[src/core/dspc_pkg.sv]
// shared constants, types and helpers of the drive serial parameter command block
package dspc_pkg;
    // timing
    localparam int CLK_HZ = 20_000_000;
    localparam int WDG_STEP_MS = 100;
    localparam int WDG_STEP_CYC = CLK_HZ / 1000 * WDG_STEP_MS;
    localparam int TMO_SCALE = 10;
    // line rate codes and accept timeout codes
    localparam logic [15:0] BAUD_9600 = 16'h2580;
    localparam logic [15:0] BAUD_19200 = 16'h4B00;
    localparam logic [15:0] BAUD_38400 = 16'h9600;
    localparam logic [15:0] TMO_MIN = 16'h0014;
    localparam logic [15:0] TMO_MAX = 16'h00C8;
    localparam logic [15:0] TMO_DEF = 16'h0014;
    // watchdog period codes
    localparam logic [7:0] WDG_DEF = 8'h14;
    localparam logic [7:0] WDG_MIN = 8'h01;
    localparam logic [7:0] WDG_MAX = 8'h64;
    localparam logic [7:0] WDG_OFF = 8'hFF;
    localparam int FAULT_BIT = 7;
    // telegram bytes
    localparam logic [7:0] OP_WRITE = 8'h81;
    localparam logic [7:0] OP_SELECT = 8'h82;
    localparam logic [7:0] OP_FETCH = 8'h83;
    localparam logic [7:0] GRP_24 = 8'h24;
    localparam logic [7:0] GRP_22 = 8'h22;
    localparam logic [7:0] BYTE_ZERO = 8'h00;
    localparam logic [7:0] IDX_SER = 8'h07;
    localparam logic [7:0] IDX_WDG = 8'h0A;
    localparam logic [7:0] IDX_RESTORE = 8'h09;
    localparam logic [31:0] RESTORE_KEY = 32'hAACC1155;
    // telegram lengths, address and checksum included
    localparam logic [3:0] LEN_SER_WR = 4'hA;
    localparam logic [3:0] LEN_RESTORE = 4'hA;
    localparam logic [3:0] LEN_WDG_WR = 4'h8;
    localparam logic [3:0] LEN_SELECT = 4'h6;
    localparam logic [3:0] LEN_FETCH = 4'h3;
    localparam logic [3:0] LEN_ACK = 4'h5;
    localparam logic [3:0] LEN_SER_RD = 4'hA;
    localparam logic [3:0] LEN_WDG_RD = 4'h8;
    localparam logic [15:0] ERR_NONE = 16'h0000;
    localparam logic [15:0] ERR_VALUE = 16'h0001;
    // register offsets
    localparam logic [7:0] REG_CTRL = 8'h00;
    localparam logic [7:0] REG_STAT = 8'h04;
    localparam logic [7:0] REG_SER = 8'h08;
    localparam logic [7:0] REG_WDG = 8'h0C;
    localparam logic [7:0] REG_ACT = 8'h10;
    localparam int CTRL_RESET_BIT = 0;
    localparam int STAT_BUSY_BIT = 8;
    localparam int BUF_DEPTH = 10;

    typedef logic [7:0] dspc_buf_t [BUF_DEPTH];
    typedef enum {DSPC_COLLECT, DSPC_DECODE, DSPC_SEND} dspc_state_t;
    typedef enum {DSPC_SEL_NONE, DSPC_SEL_SER, DSPC_SEL_WDG} dspc_sel_t;

    // xor of the first n bytes
    function automatic logic [7:0] dspc_xor(input dspc_buf_t b, input logic [3:0] n);
        logic [7:0] x;
        x = 8'h00;
        for (int i = 0; i < BUF_DEPTH; i++) begin
            if (4'(i) < n) begin
                x = x ^ b[i];
            end
        end
        return x;
    endfunction

    function automatic logic dspc_baud_ok(input logic [15:0] v);
        return (v == BAUD_9600) || (v == BAUD_19200) || (v == BAUD_38400);
    endfunction

    function automatic logic dspc_tmo_ok(input logic [15:0] v);
        return (v >= TMO_MIN) && (v <= TMO_MAX);
    endfunction

    function automatic logic dspc_wdg_ok(input logic [7:0] v);
        return ((v >= WDG_MIN) && (v <= WDG_MAX)) || (v == WDG_OFF);
    endfunction
endpackage

[src/core/dspc_wdg_if.sv]
// carrier between command core and telegram watchdog
`timescale 1ns/1ps
interface dspc_wdg_if;
    logic [7:0] period;
    logic kick;
    logic clear;
    logic fault;
    modport core (output period, output kick, output clear, input fault);
    modport timer (input period, input kick, input clear, output fault);
endinterface

[src/core/dspc_top.sv]
// telegram interpreter for serial settings, watchdog period and restore defaults
`timescale 1ns/1ps
// Functional notes
// - serial settings default 38400 baud, 2.0 ms
// - line rate only 9600, 19200 or 38400
// - timeout code ms times ten, 2..20 ms
// - new serial settings active only after reset
// - serial write: code, rate, timeout; saved nonvolatile
// - serial read: select, acknowledge, then fetch reply
// - watchdog period defaults to 2000 ms
// - silent master: set fault bit 7, stop
// - watchdog fault held until reset command
// - period codes 1..100 of 100 ms; FF disables
// - watchdog write: five code bytes, one value
// - watchdog read: select then fetch with group bytes
// - restore defaults: offset, limits, watchdog period
// - restore clears rotation count of position
module dspc_top import dspc_pkg::*; #(
    parameter logic [7:0] DEV_ADDR = 8'h01,
    parameter int WDG_STEP_CYCLES = WDG_STEP_CYC
) (
    input wire logic clk,
    input wire logic rst,
    input wire logic rx_valid,
    input wire logic [7:0] rx_data,
    input wire logic rx_end,
    output logic tx_valid,
    output logic [7:0] tx_data,
    input wire logic tx_ready,
    input wire logic ext_reset_cmd,
    output logic [15:0] act_baud_code,
    output logic [15:0] act_tmo_code,
    output logic [7:0] dev_error_high,
    output logic stop_drive,
    output logic restore_pulse,
    output logic rot_clear_pulse,
    output logic nv_save,
    input wire logic [7:0] reg_addr,
    input wire logic [31:0] reg_wdata,
    input wire logic reg_wr,
    input wire logic reg_rd,
    output logic [31:0] reg_rdata
);
    initial begin
        if (WDG_STEP_CYCLES < 1) begin
            $error("watchdog step must be at least one cycle");
        end
    end

    dspc_wdg_if w ();

    dspc_state_t state_reg, state_next;
    dspc_sel_t sel_reg, sel_next;
    dspc_buf_t rx_buf_reg, rx_buf_next;
    dspc_buf_t tx_buf_reg, tx_buf_next;
    logic [3:0] cnt_reg, cnt_next;
    logic [3:0] tx_left_reg, tx_left_next;
    logic ovf_reg, ovf_next;
    logic [15:0] ser_baud_reg, ser_baud_next;
    logic [15:0] ser_tmo_reg, ser_tmo_next;
    logic [15:0] act_baud_reg, act_baud_next;
    logic [15:0] act_tmo_reg, act_tmo_next;
    logic [7:0] wdg_period_reg, wdg_period_next;
    logic restore_reg, restore_next;
    logic nv_save_reg, nv_save_next;
    logic kick_reg, kick_next;
    logic [31:0] rdata_reg, rdata_next;
    logic reset_evt;
    logic [15:0] err;
    logic [3:0] len;
    logic frame_ok;

    // reset command from the drive's decoder or from software
    assign reset_evt = ext_reset_cmd || (reg_wr && (reg_addr == REG_CTRL) && reg_wdata[CTRL_RESET_BIT]);

    // telegram collection, decode and reply
    always_comb begin
        state_next = state_reg;
        sel_next = sel_reg;
        rx_buf_next = rx_buf_reg;
        tx_buf_next = tx_buf_reg;
        cnt_next = cnt_reg;
        tx_left_next = tx_left_reg;
        ovf_next = ovf_reg;
        ser_baud_next = ser_baud_reg;
        ser_tmo_next = ser_tmo_reg;
        wdg_period_next = wdg_period_reg;
        restore_next = 1'b0;
        nv_save_next = 1'b0;
        kick_next = 1'b0;
        err = ERR_NONE;
        len = 4'h0;
        frame_ok = 1'b0;
        case (state_reg)
            DSPC_COLLECT: begin
                // overlong telegrams are marked and dropped whole
                if (rx_valid) begin
                    if (cnt_reg < 4'(BUF_DEPTH)) begin
                        rx_buf_next[cnt_reg] = rx_data;
                        cnt_next = cnt_reg + 4'h1;
                    end else begin
                        ovf_next = 1'b1;
                    end
                end
                if (rx_end) begin
                    state_next = DSPC_DECODE;
                end
            end
            DSPC_DECODE: begin
                frame_ok = !ovf_reg && (cnt_reg >= LEN_FETCH) && (rx_buf_reg[0] == DEV_ADDR)
                    && (dspc_xor(rx_buf_reg, cnt_reg) == 8'h00);
                for (int i = 0; i < BUF_DEPTH; i++) begin
                    tx_buf_next[i] = 8'h00;
                end
                if (frame_ok) begin
                    kick_next = 1'b1;
                    if ((cnt_reg == LEN_SER_WR) && ({rx_buf_reg[1], rx_buf_reg[2], rx_buf_reg[3], rx_buf_reg[4]}
                        == {OP_WRITE, GRP_24, BYTE_ZERO, IDX_SER})) begin
                        // bad values are refused with a nonzero error word
                        if (dspc_baud_ok({rx_buf_reg[5], rx_buf_reg[6]})
                            && dspc_tmo_ok({rx_buf_reg[7], rx_buf_reg[8]})) begin
                            ser_baud_next = {rx_buf_reg[5], rx_buf_reg[6]};
                            ser_tmo_next = {rx_buf_reg[7], rx_buf_reg[8]};
                            nv_save_next = 1'b1;
                        end else begin
                            err = ERR_VALUE;
                        end
                        len = LEN_ACK;
                    end else if ((cnt_reg == LEN_RESTORE) && ({rx_buf_reg[1], rx_buf_reg[2], rx_buf_reg[3],
                        rx_buf_reg[4]} == {OP_WRITE, GRP_24, BYTE_ZERO, IDX_RESTORE}) && ({rx_buf_reg[5],
                        rx_buf_reg[6], rx_buf_reg[7], rx_buf_reg[8]} == RESTORE_KEY)) begin
                        wdg_period_next = WDG_DEF;
                        restore_next = 1'b1;
                        nv_save_next = 1'b1;
                        len = LEN_ACK;
                    end else if ((cnt_reg == LEN_WDG_WR) && ({rx_buf_reg[1], rx_buf_reg[2], rx_buf_reg[3],
                        rx_buf_reg[4], rx_buf_reg[5]} == {OP_WRITE, GRP_22, BYTE_ZERO, IDX_WDG, BYTE_ZERO})) begin
                        if (dspc_wdg_ok(rx_buf_reg[6])) begin
                            wdg_period_next = rx_buf_reg[6];
                            nv_save_next = 1'b1;
                        end else begin
                            err = ERR_VALUE;
                        end
                        len = LEN_ACK;
                    end else if ((cnt_reg == LEN_SELECT) && (rx_buf_reg[1] == OP_SELECT)) begin
                        if ({rx_buf_reg[2], rx_buf_reg[3], rx_buf_reg[4]} == {GRP_24, BYTE_ZERO, IDX_SER}) begin
                            sel_next = DSPC_SEL_SER;
                            len = LEN_ACK;
                        end else if ({rx_buf_reg[2], rx_buf_reg[3], rx_buf_reg[4]}
                            == {GRP_22, BYTE_ZERO, IDX_WDG}) begin
                            sel_next = DSPC_SEL_WDG;
                            len = LEN_ACK;
                        end
                    end else if ((cnt_reg == LEN_FETCH) && (rx_buf_reg[1] == OP_FETCH)) begin
                        tx_buf_next[0] = DEV_ADDR;
                        tx_buf_next[1] = OP_FETCH;
                        if (sel_reg == DSPC_SEL_SER) begin
                            tx_buf_next[4] = GRP_24;
                            tx_buf_next[5] = ser_baud_reg[15:8];
                            tx_buf_next[6] = ser_baud_reg[7:0];
                            tx_buf_next[7] = ser_tmo_reg[15:8];
                            tx_buf_next[8] = ser_tmo_reg[7:0];
                            len = LEN_SER_RD;
                        end else if (sel_reg == DSPC_SEL_WDG) begin
                            tx_buf_next[4] = GRP_22;
                            tx_buf_next[5] = BYTE_ZERO;
                            tx_buf_next[6] = wdg_period_reg;
                            len = LEN_WDG_RD;
                        end
                    end
                    // acknowledge carries the echoed command byte and error word
                    if (len == LEN_ACK) begin
                        tx_buf_next[0] = DEV_ADDR;
                        tx_buf_next[1] = rx_buf_reg[1];
                        tx_buf_next[2] = err[15:8];
                        tx_buf_next[3] = err[7:0];
                    end
                end
                // unused slots are zero, so an xor over the first len bytes gives the checksum
                if (len != 4'h0) begin
                    tx_buf_next[len - 4'h1] = dspc_xor(tx_buf_next, len);
                    state_next = DSPC_SEND;
                end else begin
                    state_next = DSPC_COLLECT;
                end
                tx_left_next = len;
                cnt_next = 4'h0;
                ovf_next = 1'b0;
            end
            DSPC_SEND: begin
                // half duplex: receive bytes are ignored while replying
                if (tx_ready) begin
                    for (int i = 0; i < BUF_DEPTH - 1; i++) begin
                        tx_buf_next[i] = tx_buf_reg[i + 1];
                    end
                    tx_buf_next[BUF_DEPTH - 1] = 8'h00;
                    tx_left_next = tx_left_reg - 4'h1;
                    if (tx_left_reg == 4'h1) begin
                        state_next = DSPC_COLLECT;
                    end
                end
            end
            default: begin
                state_next = DSPC_COLLECT;
            end
        endcase
    end

    // stored settings reach the link only on a reset command
    always_comb begin
        act_baud_next = reset_evt ? ser_baud_reg : act_baud_reg;
        act_tmo_next = reset_evt ? ser_tmo_reg : act_tmo_reg;
    end

    // register read port, data valid only in the cycle after the strobe
    always_comb begin
        rdata_next = 32'h00000000;
        if (reg_rd) begin
            case (reg_addr)
                REG_STAT: begin
                    rdata_next[7:0] = dev_error_high;
                    rdata_next[STAT_BUSY_BIT] = (state_reg != DSPC_COLLECT);
                end
                REG_SER: rdata_next = {ser_baud_reg, ser_tmo_reg};
                REG_WDG: rdata_next[7:0] = wdg_period_reg;
                REG_ACT: rdata_next = {act_baud_reg, act_tmo_reg};
                default: rdata_next = 32'h00000000;
            endcase
        end
    end

    always_ff @(posedge clk) begin
        if (rst) begin
            state_reg <= DSPC_COLLECT;
            sel_reg <= DSPC_SEL_NONE;
            rx_buf_reg <= '{default: 8'h00};
            tx_buf_reg <= '{default: 8'h00};
            cnt_reg <= 4'h0;
            tx_left_reg <= 4'h0;
            ovf_reg <= 1'b0;
            ser_baud_reg <= BAUD_38400;
            ser_tmo_reg <= TMO_DEF;
            act_baud_reg <= BAUD_38400;
            act_tmo_reg <= TMO_DEF;
            wdg_period_reg <= WDG_DEF;
            restore_reg <= 1'b0;
            nv_save_reg <= 1'b0;
            kick_reg <= 1'b0;
            rdata_reg <= 32'h00000000;
        end else begin
            state_reg <= state_next;
            sel_reg <= sel_next;
            rx_buf_reg <= rx_buf_next;
            tx_buf_reg <= tx_buf_next;
            cnt_reg <= cnt_next;
            tx_left_reg <= tx_left_next;
            ovf_reg <= ovf_next;
            ser_baud_reg <= ser_baud_next;
            ser_tmo_reg <= ser_tmo_next;
            act_baud_reg <= act_baud_next;
            act_tmo_reg <= act_tmo_next;
            wdg_period_reg <= wdg_period_next;
            restore_reg <= restore_next;
            nv_save_reg <= nv_save_next;
            kick_reg <= kick_next;
            rdata_reg <= rdata_next;
        end
    end

    // watchdog hookup; a period write also restarts it through the kick
    assign w.period = wdg_period_reg;
    assign w.kick = kick_reg;
    assign w.clear = reset_evt;

    dspc_wdog #(.STEP_CYCLES(WDG_STEP_CYCLES)) u_wdog (
        .clk(clk),
        .rst(rst),
        .w(w)
    );

    // outputs
    always_comb begin
        dev_error_high = 8'h00;
        dev_error_high[FAULT_BIT] = w.fault;
    end
    assign stop_drive = w.fault;
    assign tx_valid = (state_reg == DSPC_SEND);
    assign tx_data = tx_buf_reg[0];
    assign act_baud_code = act_baud_reg;
    assign act_tmo_code = act_tmo_reg;
    assign restore_pulse = restore_reg;
    assign rot_clear_pulse = restore_reg;
    assign nv_save = nv_save_reg;
    assign reg_rdata = rdata_reg;

    property p_act_hold;
        @(posedge clk) disable iff (rst) !reset_evt |=> $stable(act_baud_reg) && $stable(act_tmo_reg);
    endproperty
    a_act_hold: assert property (p_act_hold) else $error("active settings changed without reset");

    property p_act_load;
        @(posedge clk) disable iff (rst) reset_evt |=> act_baud_reg == $past(ser_baud_reg);
    endproperty
    a_act_load: assert property (p_act_load) else $error("reset did not load stored line rate");

    property p_baud_ok;
        @(posedge clk) disable iff (rst) dspc_baud_ok(ser_baud_reg) && dspc_baud_ok(act_baud_reg);
    endproperty
    a_baud_ok: assert property (p_baud_ok) else $error("illegal line rate code held");

    property p_tmo_ok;
        @(posedge clk) disable iff (rst) dspc_tmo_ok(ser_tmo_reg) && dspc_tmo_ok(act_tmo_reg);
    endproperty
    a_tmo_ok: assert property (p_tmo_ok) else $error("timeout code out of range");

    property p_wdg_ok;
        @(posedge clk) disable iff (rst) dspc_wdg_ok(wdg_period_reg);
    endproperty
    a_wdg_ok: assert property (p_wdg_ok) else $error("illegal watchdog period held");

    property p_restore;
        @(posedge clk) disable iff (rst) restore_pulse
            |-> rot_clear_pulse && (wdg_period_reg == WDG_DEF) ##1 !restore_pulse;
    endproperty
    a_restore: assert property (p_restore) else $error("restore did not reset period");

    property p_reply_head;
        @(posedge clk) disable iff (rst) (state_reg == DSPC_DECODE) && (state_next == DSPC_SEND)
            |=> tx_valid && (tx_data == DEV_ADDR) && (tx_left_reg >= LEN_ACK);
    endproperty
    a_reply_head: assert property (p_reply_head) else $error("reply does not start with address");

    property p_save;
        @(posedge clk) disable iff (rst) nv_save && !restore_pulse
            |-> kick_reg && (rx_buf_reg[1] == OP_WRITE) && ({tx_buf_reg[2], tx_buf_reg[3]} == ERR_NONE);
    endproperty
    a_save: assert property (p_save) else $error("save pulse outside a write");
endmodule

[src/core/dspc_wdog.sv]
// telegram watchdog timer with sticky fault
`timescale 1ns/1ps
module dspc_wdog import dspc_pkg::*; #(
    parameter int STEP_CYCLES = WDG_STEP_CYC
) (
    input wire logic clk,
    input wire logic rst,
    dspc_wdg_if.timer w
);
    initial begin
        if (STEP_CYCLES < 1) begin
            $error("watchdog step must be at least one cycle");
        end
    end

    logic [31:0] pre_reg, pre_next;
    logic [7:0] steps_reg, steps_next;
    logic fault_reg, fault_next;
    logic tick, set;

    // prescaler to 100 ms steps, then step count against the period code
    always_comb begin
        tick = (pre_reg == 32'(STEP_CYCLES - 1));
        set = tick && !w.kick && !fault_reg && (w.period != WDG_OFF) && ((steps_reg + 8'h01) == w.period);
        pre_next = tick ? 32'h00000000 : pre_reg + 32'h00000001;
        steps_next = tick ? steps_reg + 8'h01 : steps_reg;
        // frozen while disabled or faulted, restarted by any valid telegram to this device or a reset
        if (w.kick || w.clear || fault_reg || (w.period == WDG_OFF)) begin
            pre_next = 32'h00000000;
            steps_next = 8'h00;
        end
        // a fault arriving with the clear is kept
        fault_next = set || (fault_reg && !w.clear);
    end

    always_ff @(posedge clk) begin
        if (rst) begin
            pre_reg <= 32'h00000000;
            steps_reg <= 8'h00;
            fault_reg <= 1'b0;
        end else begin
            pre_reg <= pre_next;
            steps_reg <= steps_next;
            fault_reg <= fault_next;
        end
    end

    assign w.fault = fault_reg;

    property p_sticky;
        @(posedge clk) disable iff (rst) fault_reg && !w.clear |=> fault_reg;
    endproperty
    a_sticky: assert property (p_sticky) else $error("watchdog fault dropped without reset");

    property p_off;
        @(posedge clk) disable iff (rst) !fault_reg && (w.period == WDG_OFF) |=> !fault_reg;
    endproperty
    a_off: assert property (p_off) else $error("disabled watchdog raised fault");

    property p_kick;
        @(posedge clk) disable iff (rst) w.kick && !fault_reg |=> !fault_reg && (steps_reg == 8'h00);
    endproperty
    a_kick: assert property (p_kick) else $error("telegram did not restart watchdog");
endmodule
[config.mk]
export PLATFORM = sky130hd
export DESIGN_NAME = dspc_top
export DESIGN_NICKNAME = d
export VERILOG_FILES = /design/src/core/dspc_pkg.sv /design/src/core/dspc_wdg_if.sv /design/src/core/dspc_top.sv /design/src/core/dspc_wdog.sv
export SDC_FILE = /design/constraint.sdc
export NUM_CORES = 1
export LEC_CHECK = 0
export BUFFER_PORTS_ARGS = -buffer_cell sky130_fd_sc_hd__buf_2
export CORE_MARGIN = 8
export CORE_UTILIZATION = 34
export DETAILED_ROUTE_END_ITERATION = 12
export GPL_ROUTABILITY_DRIVEN = 0
export HOLD_SLACK_MARGIN = 0.08
export REMOVE_ABC_BUFFERS = 1
export SLEW_MARGIN = 20
export SYNTH_ARGS = -nofsm -noshare
export SYNTH_HDL_FRONTEND = slang
export SYNTH_HIERARCHICAL = 1
export SYNTH_SLANG_ARGS = --single-unit
[constraint.sdc]
create_clock -name clk -period 8.25 [get_ports clk]
set_clock_uncertainty 0.15 [all_clocks]
set_input_delay 0 -clock clk [delete_from_list [all_inputs] [get_ports clk]]
set_output_delay 0 -clock clk [all_outputs]
set_load 0.01 [all_outputs]
=== After elaboration in Yosys (flattened, before gate mapping) ===
Index checks and enable logic that the tools add are counted.

* $add $sub $neg: 5
* Multiply operators: 0
* Divide/modulo/power cells: 0
* $lt $le $gt $ge: 29
* Eq/ne operators: 38
* Shift operators: 0
* Multiplexer cells: 118
* Bitwise logic cells: 25
* Reductions and logical operators: 57

{| class="wikitable"
|+ Operators by type and width
! operator !! count
|-
| 8-bit two-way mux || 52
|-
| 32-bit two-way mux || 6
|-
| 38-bit two-way mux || 5
|-
| 80-bit bitwise mux || 2
|-
| 80-bit two-way mux || 2
|-
| 80-bit case mux with 2 select lines || 1
|-
| 72-bit two-way mux || 2
|-
| 8-bit bitwise XOR || 17
|-
| 32-bit equality test, second input constant || 3
|-
| 32-bit case mux with 3 select lines || 1
|-
| 8-bit demux with 4-bit select || 2
|-
| 32-bit by 2-bit equality test with 1-bit output, second input constant || 2
|-
| 32-bit by 3-bit equality test with 1-bit output, second input constant || 2
|-
| 4-bit two-way mux || 14
|-
| 24-bit by 22-bit equality test with 1-bit output, second input constant || 2
|-
| 23-bit case mux with 2 select lines || 1
|-
| 9-bit two-way mux || 5
|-
| 22-bit two-way mux || 2
|-
| 40-bit equality test, second input constant || 1
|-
| 32-bit by 1-bit adder with 32-bit output, second input constant || 1
|-
| 32-bit by 1-bit equality test with 1-bit output, second input constant || 1
|-
| 32-bit by 21-bit equality test with 1-bit output, second input constant || 1
|-
| 8-bit equality test, second input constant || 4
|-
| 32-bit logical NOT || 1
|-
| 54 further kinds || 142
|}

* Flip-flop bits (word level): 381
* Latch bits: 0
* RAM bits: 0
* Memory bits (read-only): 0
* Input bits: 56
* Output and inout port bits: 85
* Word-level logic and storage cells: 309
* Memories: 0

=== Logic depth before layout (Yosys ltp) ===
* Word-level depth: 76
* Mapped depth: 16

=== Hierarchy ===
The synthesis kept the hierarchy.

{| class="wikitable"
|+ By module, submodules not included
! module !! instances !! cells each !! area an instance (µm²) !! seq. area each (µm²)
|-
| dspc_top || 1 || 1663 || 13391.6 || 5605.4
|-
| dspc_wdog || 1 || 253 || 2102.0 || 820.8
|}

=== Worst setup path after synthesis ===
No wires, ideal clock.

* Path type: reg-to-reg
* Start point: register cnt_reg[1]
* End point: register tx_buf_reg[3] (netlist name)
* Data arrival time: 4071 ps
* Required time: 8031 ps
* Setup slack: 3960 ps
* Cell stages (with the launch flop): 15
* Period minus slack after synthesis: 4290 ps
* Path through: dfxtp_1 -> clkbuf_1 -> clkbuf_1 -> inv_1 -> ha_1 -> buf_2 -> nor3b_1 -> a22oi_1 -> xnor3_1 -> or3_1 -> buf_2 -> or4_4 -> or4_1 -> buf_6 -> o21ai_2

* Cells in the longest elaborated chain, start to end: 73
* Elaborated cells between the ends (all ways): 131
* Classes of those cells: add/sub (1); order compare (22); eq/ne (5); mux (73); bitwise (18); reduce/logical (12)

{| class="wikitable"
|+ RTL lines
! what !! RTL line !! source
|-
| start, declared || dspc_top.sv:56 || <nowiki>logic [3:0] cnt_reg, cnt_next;</nowiki>
|-
| start signal, assigned || dspc_top.sv:255 || <nowiki>cnt_reg <= cnt_next;</nowiki>
|-
| 1-bit by 4-bit < comparator with 1-bit output || dspc_pkg.sv:62 || <nowiki>if (4'(i) < n) begin</nowiki>
|-
| 8-bit two-way mux || dspc_pkg.sv:62 ||
|-
| 8-bit two-way mux || dspc_top.sv:94 || <nowiki>case (state_reg)</nowiki>
|-
| 8-bit bitwise XOR || dspc_pkg.sv:63 || <nowiki>x = x ^ b[i];</nowiki>
|-
| 8-bit two-way mux || dspc_pkg.sv:62 ||
|-
| 8-bit two-way mux || dspc_top.sv:94 ||
|-
| 8-bit bitwise XOR || dspc_pkg.sv:63 ||
|-
| 8-bit two-way mux || dspc_pkg.sv:62 ||
|-
| [57 not listed] || - ||
|-
| 8-bit two-way mux || dspc_top.sv:94 ||
|-
| 8-bit bitwise XOR || dspc_pkg.sv:63 ||
|-
| 8-bit two-way mux || dspc_pkg.sv:62 ||
|-
| 8-bit two-way mux || dspc_top.sv:180 || <nowiki>if (len != 4'h0) begin</nowiki>
|-
| 8-bit two-way mux || dspc_top.sv:94 ||
|-
| 80-bit bitwise mux || dspc_top.sv:181 || <nowiki>tx_buf_next[len - 4'h1] = dspc_xor(tx_buf_next, len);</nowiki>
|-
| 80-bit two-way mux (*) || dspc_top.sv:180 ||
|-
| 80-bit case mux with 2 select lines (*) || dspc_top.sv:94 ||
|-
| end signal, assigned || dspc_top.sv:254 || <nowiki>tx_buf_reg <= tx_buf_next;</nowiki>
|-
| end, declared || dspc_top.sv:55 || <nowiki>dspc_buf_t tx_buf_reg, tx_buf_next;</nowiki>
|}

Mark *: on every way between the ends. The rest lies on a longest branch, timed or not. The select of a mux whose other input is x is not followed.
A chain may end at the register's enable or synchronous reset.

=== Final worst setup path ===
* Start point: register cnt_reg[1]
* End point: register tx_left_reg[1]

* Cells in the longest elaborated chain, start to end: 35
* Elaborated cells between the ends (all ways): 64
* Classes of those cells: order compare (11); eq/ne (4); mux (30); bitwise (9); reduce/logical (10)

{| class="wikitable"
|+ RTL lines
! what !! RTL line !! source
|-
| 1-bit by 4-bit < comparator with 1-bit output || dspc_pkg.sv:62 ||
|-
| 8-bit two-way mux || dspc_pkg.sv:62 ||
|-
| 8-bit two-way mux || dspc_top.sv:94 ||
|-
| 8-bit bitwise XOR || dspc_pkg.sv:63 ||
|-
| 8-bit two-way mux || dspc_pkg.sv:62 ||
|-
| 8-bit two-way mux || dspc_top.sv:94 ||
|-
| 8-bit bitwise XOR || dspc_pkg.sv:63 ||
|-
| 8-bit two-way mux || dspc_pkg.sv:62 ||
|-
| [19 not listed] || - ||
|-
| 8-bit bitwise XOR || dspc_pkg.sv:63 ||
|-
| 8-bit two-way mux || dspc_pkg.sv:62 ||
|-
| 8-bit two-way mux || dspc_top.sv:94 ||
|-
| 8-bit logical NOT || dspc_top.sv:111 || <nowiki>&& (dspc_xor(rx_buf_reg, cnt_reg) == 8'h00);</nowiki>
|-
| 1-bit logical AND || dspc_top.sv:111 ||
|-
| 4-bit two-way mux (*) || dspc_top.sv:115 || <nowiki>if (frame_ok) begin</nowiki>
|-
| 4-bit two-way mux (*) || dspc_top.sv:94 ||
|-
| 4-bit case mux with 2 select lines (*) || dspc_top.sv:94 ||
|-
| end signal, assigned || dspc_top.sv:256 || <nowiki>tx_left_reg <= tx_left_next;</nowiki>
|-
| end, declared || dspc_top.sv:57 || <nowiki>logic [3:0] tx_left_reg, tx_left_next;</nowiki>
|}

Marks and branches as above.

==> impl_metrics.toml <==
[pwr]
fin_total_pwr_mw = 3.43
cellPowerDensity_nw_per_um2 = 192
leakage_nw = 6.59
max-vdd-ir-drop_uv = 121

[synthesis]
postSynth.asyncResetShare = 0
syn-cell-area_um2 = 15500
synth_commonest_cells = "dfxtp_1, nand2_1, a21oi_1"
postSynthAreaPerCell_um2 = 8.09
synth-seq-area-share = 0.415
syn_inst = 1916
synth.top_cell.area_share = 0.415
synthFlopType = "dfxtp_1"
synth.ff_latch_count = 321
synthMostInstantiatedCell = "dfxtp_1"
unique_cell_type_count_in_the_yosys_netlist = 77
yosys-top-cells-area = "dfxtp_1, a21oi_1, nand2_1"
post-synth-top-area-cell = "dfxtp_1"
synth.yosys.warnings = 6
synth_edf_count = 0

[worst_setup_path]
beginning_of_the_worst_register_to_register_path = "cnt_reg[1]$_SDFFE_PP0P_"
timing.reg2reg.setup_slack_ns = 2.67
cp_slowest_cell = "nor3b_1"
critical_path_cell_count = 11
critPathRequiredTime_ns = 8.55
setup.worst_path.class = "reg2reg"
path_max_fanout = 24
crit_path_start_kind = "flop"
path_cells = "inv_1 -> ha_1 -> nor3b_1 -> nand2_1 -> and3_1 -> a2111oi_0 -> o21ai_0 -> nor4_2 -> buf_4 -> nand2_1 -> a221oi_1"
cp_top_family = "simple AND/OR/NAND/NOR gates"
worst_r2r_path_depth = 11
worst_setup_path_end_kind = "flop"
crit_path_frequent_cell = "nand2_1"
critPathArrivalTime_ns = 5.87
cp-startpoint = "cnt_reg[1]$_SDFFE_PP0P_"
crit_buf_inv = 2
critPathMaxStageDelay_ns = 0.89

[timing]
final-max-slew-violation-count = 0
timing.fmax_mhz = 179
grt_setup_unrepaired = "no"
tns_ns = 0
period_minus_slack_ns = 5.58
period_share = 0.676
max-slew-margin-rel = 0.306
worstMarginPinSlew_ns = 1.04
timing.final.setup_violations = 0
timing.final.hold_violations = 0

[placed_design]
placement.io_buffers = 102
numPlacedInstances = 2496
dpl.hpwl_um = 32100

[worst_hold_path]
hold-path-cell-count = 7
worst_hold_path_type = "in2reg"
hold_path_startpoint = "reg_addr[5]"

[cells_and_area]
fin_util = 0.395
diodes = 0
nets = 2029
largest_reg_flops = 80
final_cell_count_no_fill = 2590
drive_gt1_frac = 0.109
synthToLayoutAreaGrowth_pct = 15.3
number_of_fill_cells_in_the_layout = 4534

[global_routing]
track_usage = 0.173
grt_pass1_vias = 13201
grt_overflow = 0
grt_first_pass_wirelength_um = 74700
antenna_found_initial = 1
pin_count_of_the_biggest_net_entering_global_routing = 94

[drt]
detailedRoute.firstPassIterationCount = 6
drt_first_iter_violations = 1253
routed_via_density = 5.45
final_ant_viol_nets = 0
drcViolationCount = 0
routed_wl_um = 47200
dr_total_vias = 14110
post_drt_wl_per_cell_um = 18.2

[status]
run_status = "finished, final reports clean"

[clock_tree]
tritoncts_clock_tree = "done"
numCtsBuffers = 37
cts.root.buffer_cell = "clkbuf_16"
clock_path_buffers = 3
insertion_delay_ns = 0.57
clk_pin_slew_ns = 0.06
clock-sinks = 321
htree_num_levels = 2

[floorplanning]
die_h_um = 229
floorplan.rows = 78
floorplan.initialDensity = 0.343
dieWidth_um = 229
io_pins = 141
floorplan.core_area_um2 = 45200
die_area_um2 = 52700

[flow_run]
maxCapViolations = 0
## cell type report
type / instances / area, µm² / share of cell area
multi-input combinational: 1415 / 8340 / 0.467
clock inverter: 17 / 220 / 0.0123
tap: 600 / 751 / 0.0420
inverter: 36 / 135 / 0.00756
sequential: 321 / 6430 / 0.360
timing repair buffer: 151 / 952 / 0.0533
clock buffer: 50 / 1040 / 0.0585
## metrics by stage
step	hold WS, ns	area [µm²]	setup WS, ns
after floorplan	-0.0809	14800	2.65
after global placement	0.112	16300	2.89
after detailed placement	0.115	16300	2.85
after CTS	0.0990	17900	2.82
after global routing	0.137	17900	2.37
final	0.131	17900	2.67
## cells in the final DEF, fill, tap and decap left out, types with 22 or more instances in the layout
cell,instances
xnor2_1,61
mux2i_1,63
inv_1,34
a211oi_1,23
buf_4,22
and2_1,25
o21ai_0,59
nand2_1,263
buf_2,101
nor3_1,31
a22oi_1,33
a21oi_1,206
xor2_1,35
clkbuf_16,37
nand3_1,108
dlygate4sd3_1,27
nand4_1,22
dfxtp_1,321
nor2_1,200
## layer usage
layer | GRT usage | vias up | wire [µm]
met1 | 0.229 | 6754 | 21200
li1 | - | 6804 | -
met5 | 0 | - | 0
met4 | 0.0644 | 0 | 1460
met2 | 0.279 | 465 | 21500
met3 | 0.0300 | 87 | 3130
## worst register-to-register path: stages, from the launching register on
cell and delay [ns]:
dfxtp_1 0.85, inv_1 0.16, ha_1 0.51, nor3b_1 0.89, nand2_1 0.19, and3_1 0.25
a2111oi_0 0.70, o21ai_0 0.23, nor4_2 0.20, buf_4 0.33, nand2_1 0.58, a221oi_1 0.44
## timing repair
| action | 4_1_cts | 5_1_grt |
|---|---|---|
| hold endpoints to repair | 202 | 0 |
| resized for setup | 0 | 0 |
| setup endpoints to repair | 0 | 0 |
| hold buffers | 27 | 0 |
| buffers inserted | 0 | 0 |
## cells by family after synthesis
logic type / count (synthesis) / synth area share
AOI/OAI and AO/OA: 437 / 0.176
xor gates and xnor gates: 101 / 0.0615
adders and majority gates: 11 / 0.00888
buffers and inverters: 186 / 0.0529
DFF: 321 / 0.415
muxes: 65 / 0.0422
other: 1 / 0.000242
and+or+nand+nor: 794 / 0.244
## final timing paths
kind | endpoint
worst min-delay path | reg_rdata[12]$_SDFF_PP0_
worst max-delay path | tx_left_reg[1]$_SDFFE_PP0P_
worst min register to register | tx_buf_reg[58]$_SDFFE_PP0P_
worst max register to register | tx_left_reg[1]$_SDFFE_PP0P_
## power by group
part           total (mW)  internal [mW]  leakage, nW  switching (mW)
Combinational       0.169         0.0532         3.38           0.115
Sequential           1.59           1.57         2.59          0.0199
Clock                1.68          0.997        0.620           0.678
Total                3.43           2.62         6.59           0.814
Power figures use the tool's default switching activity.
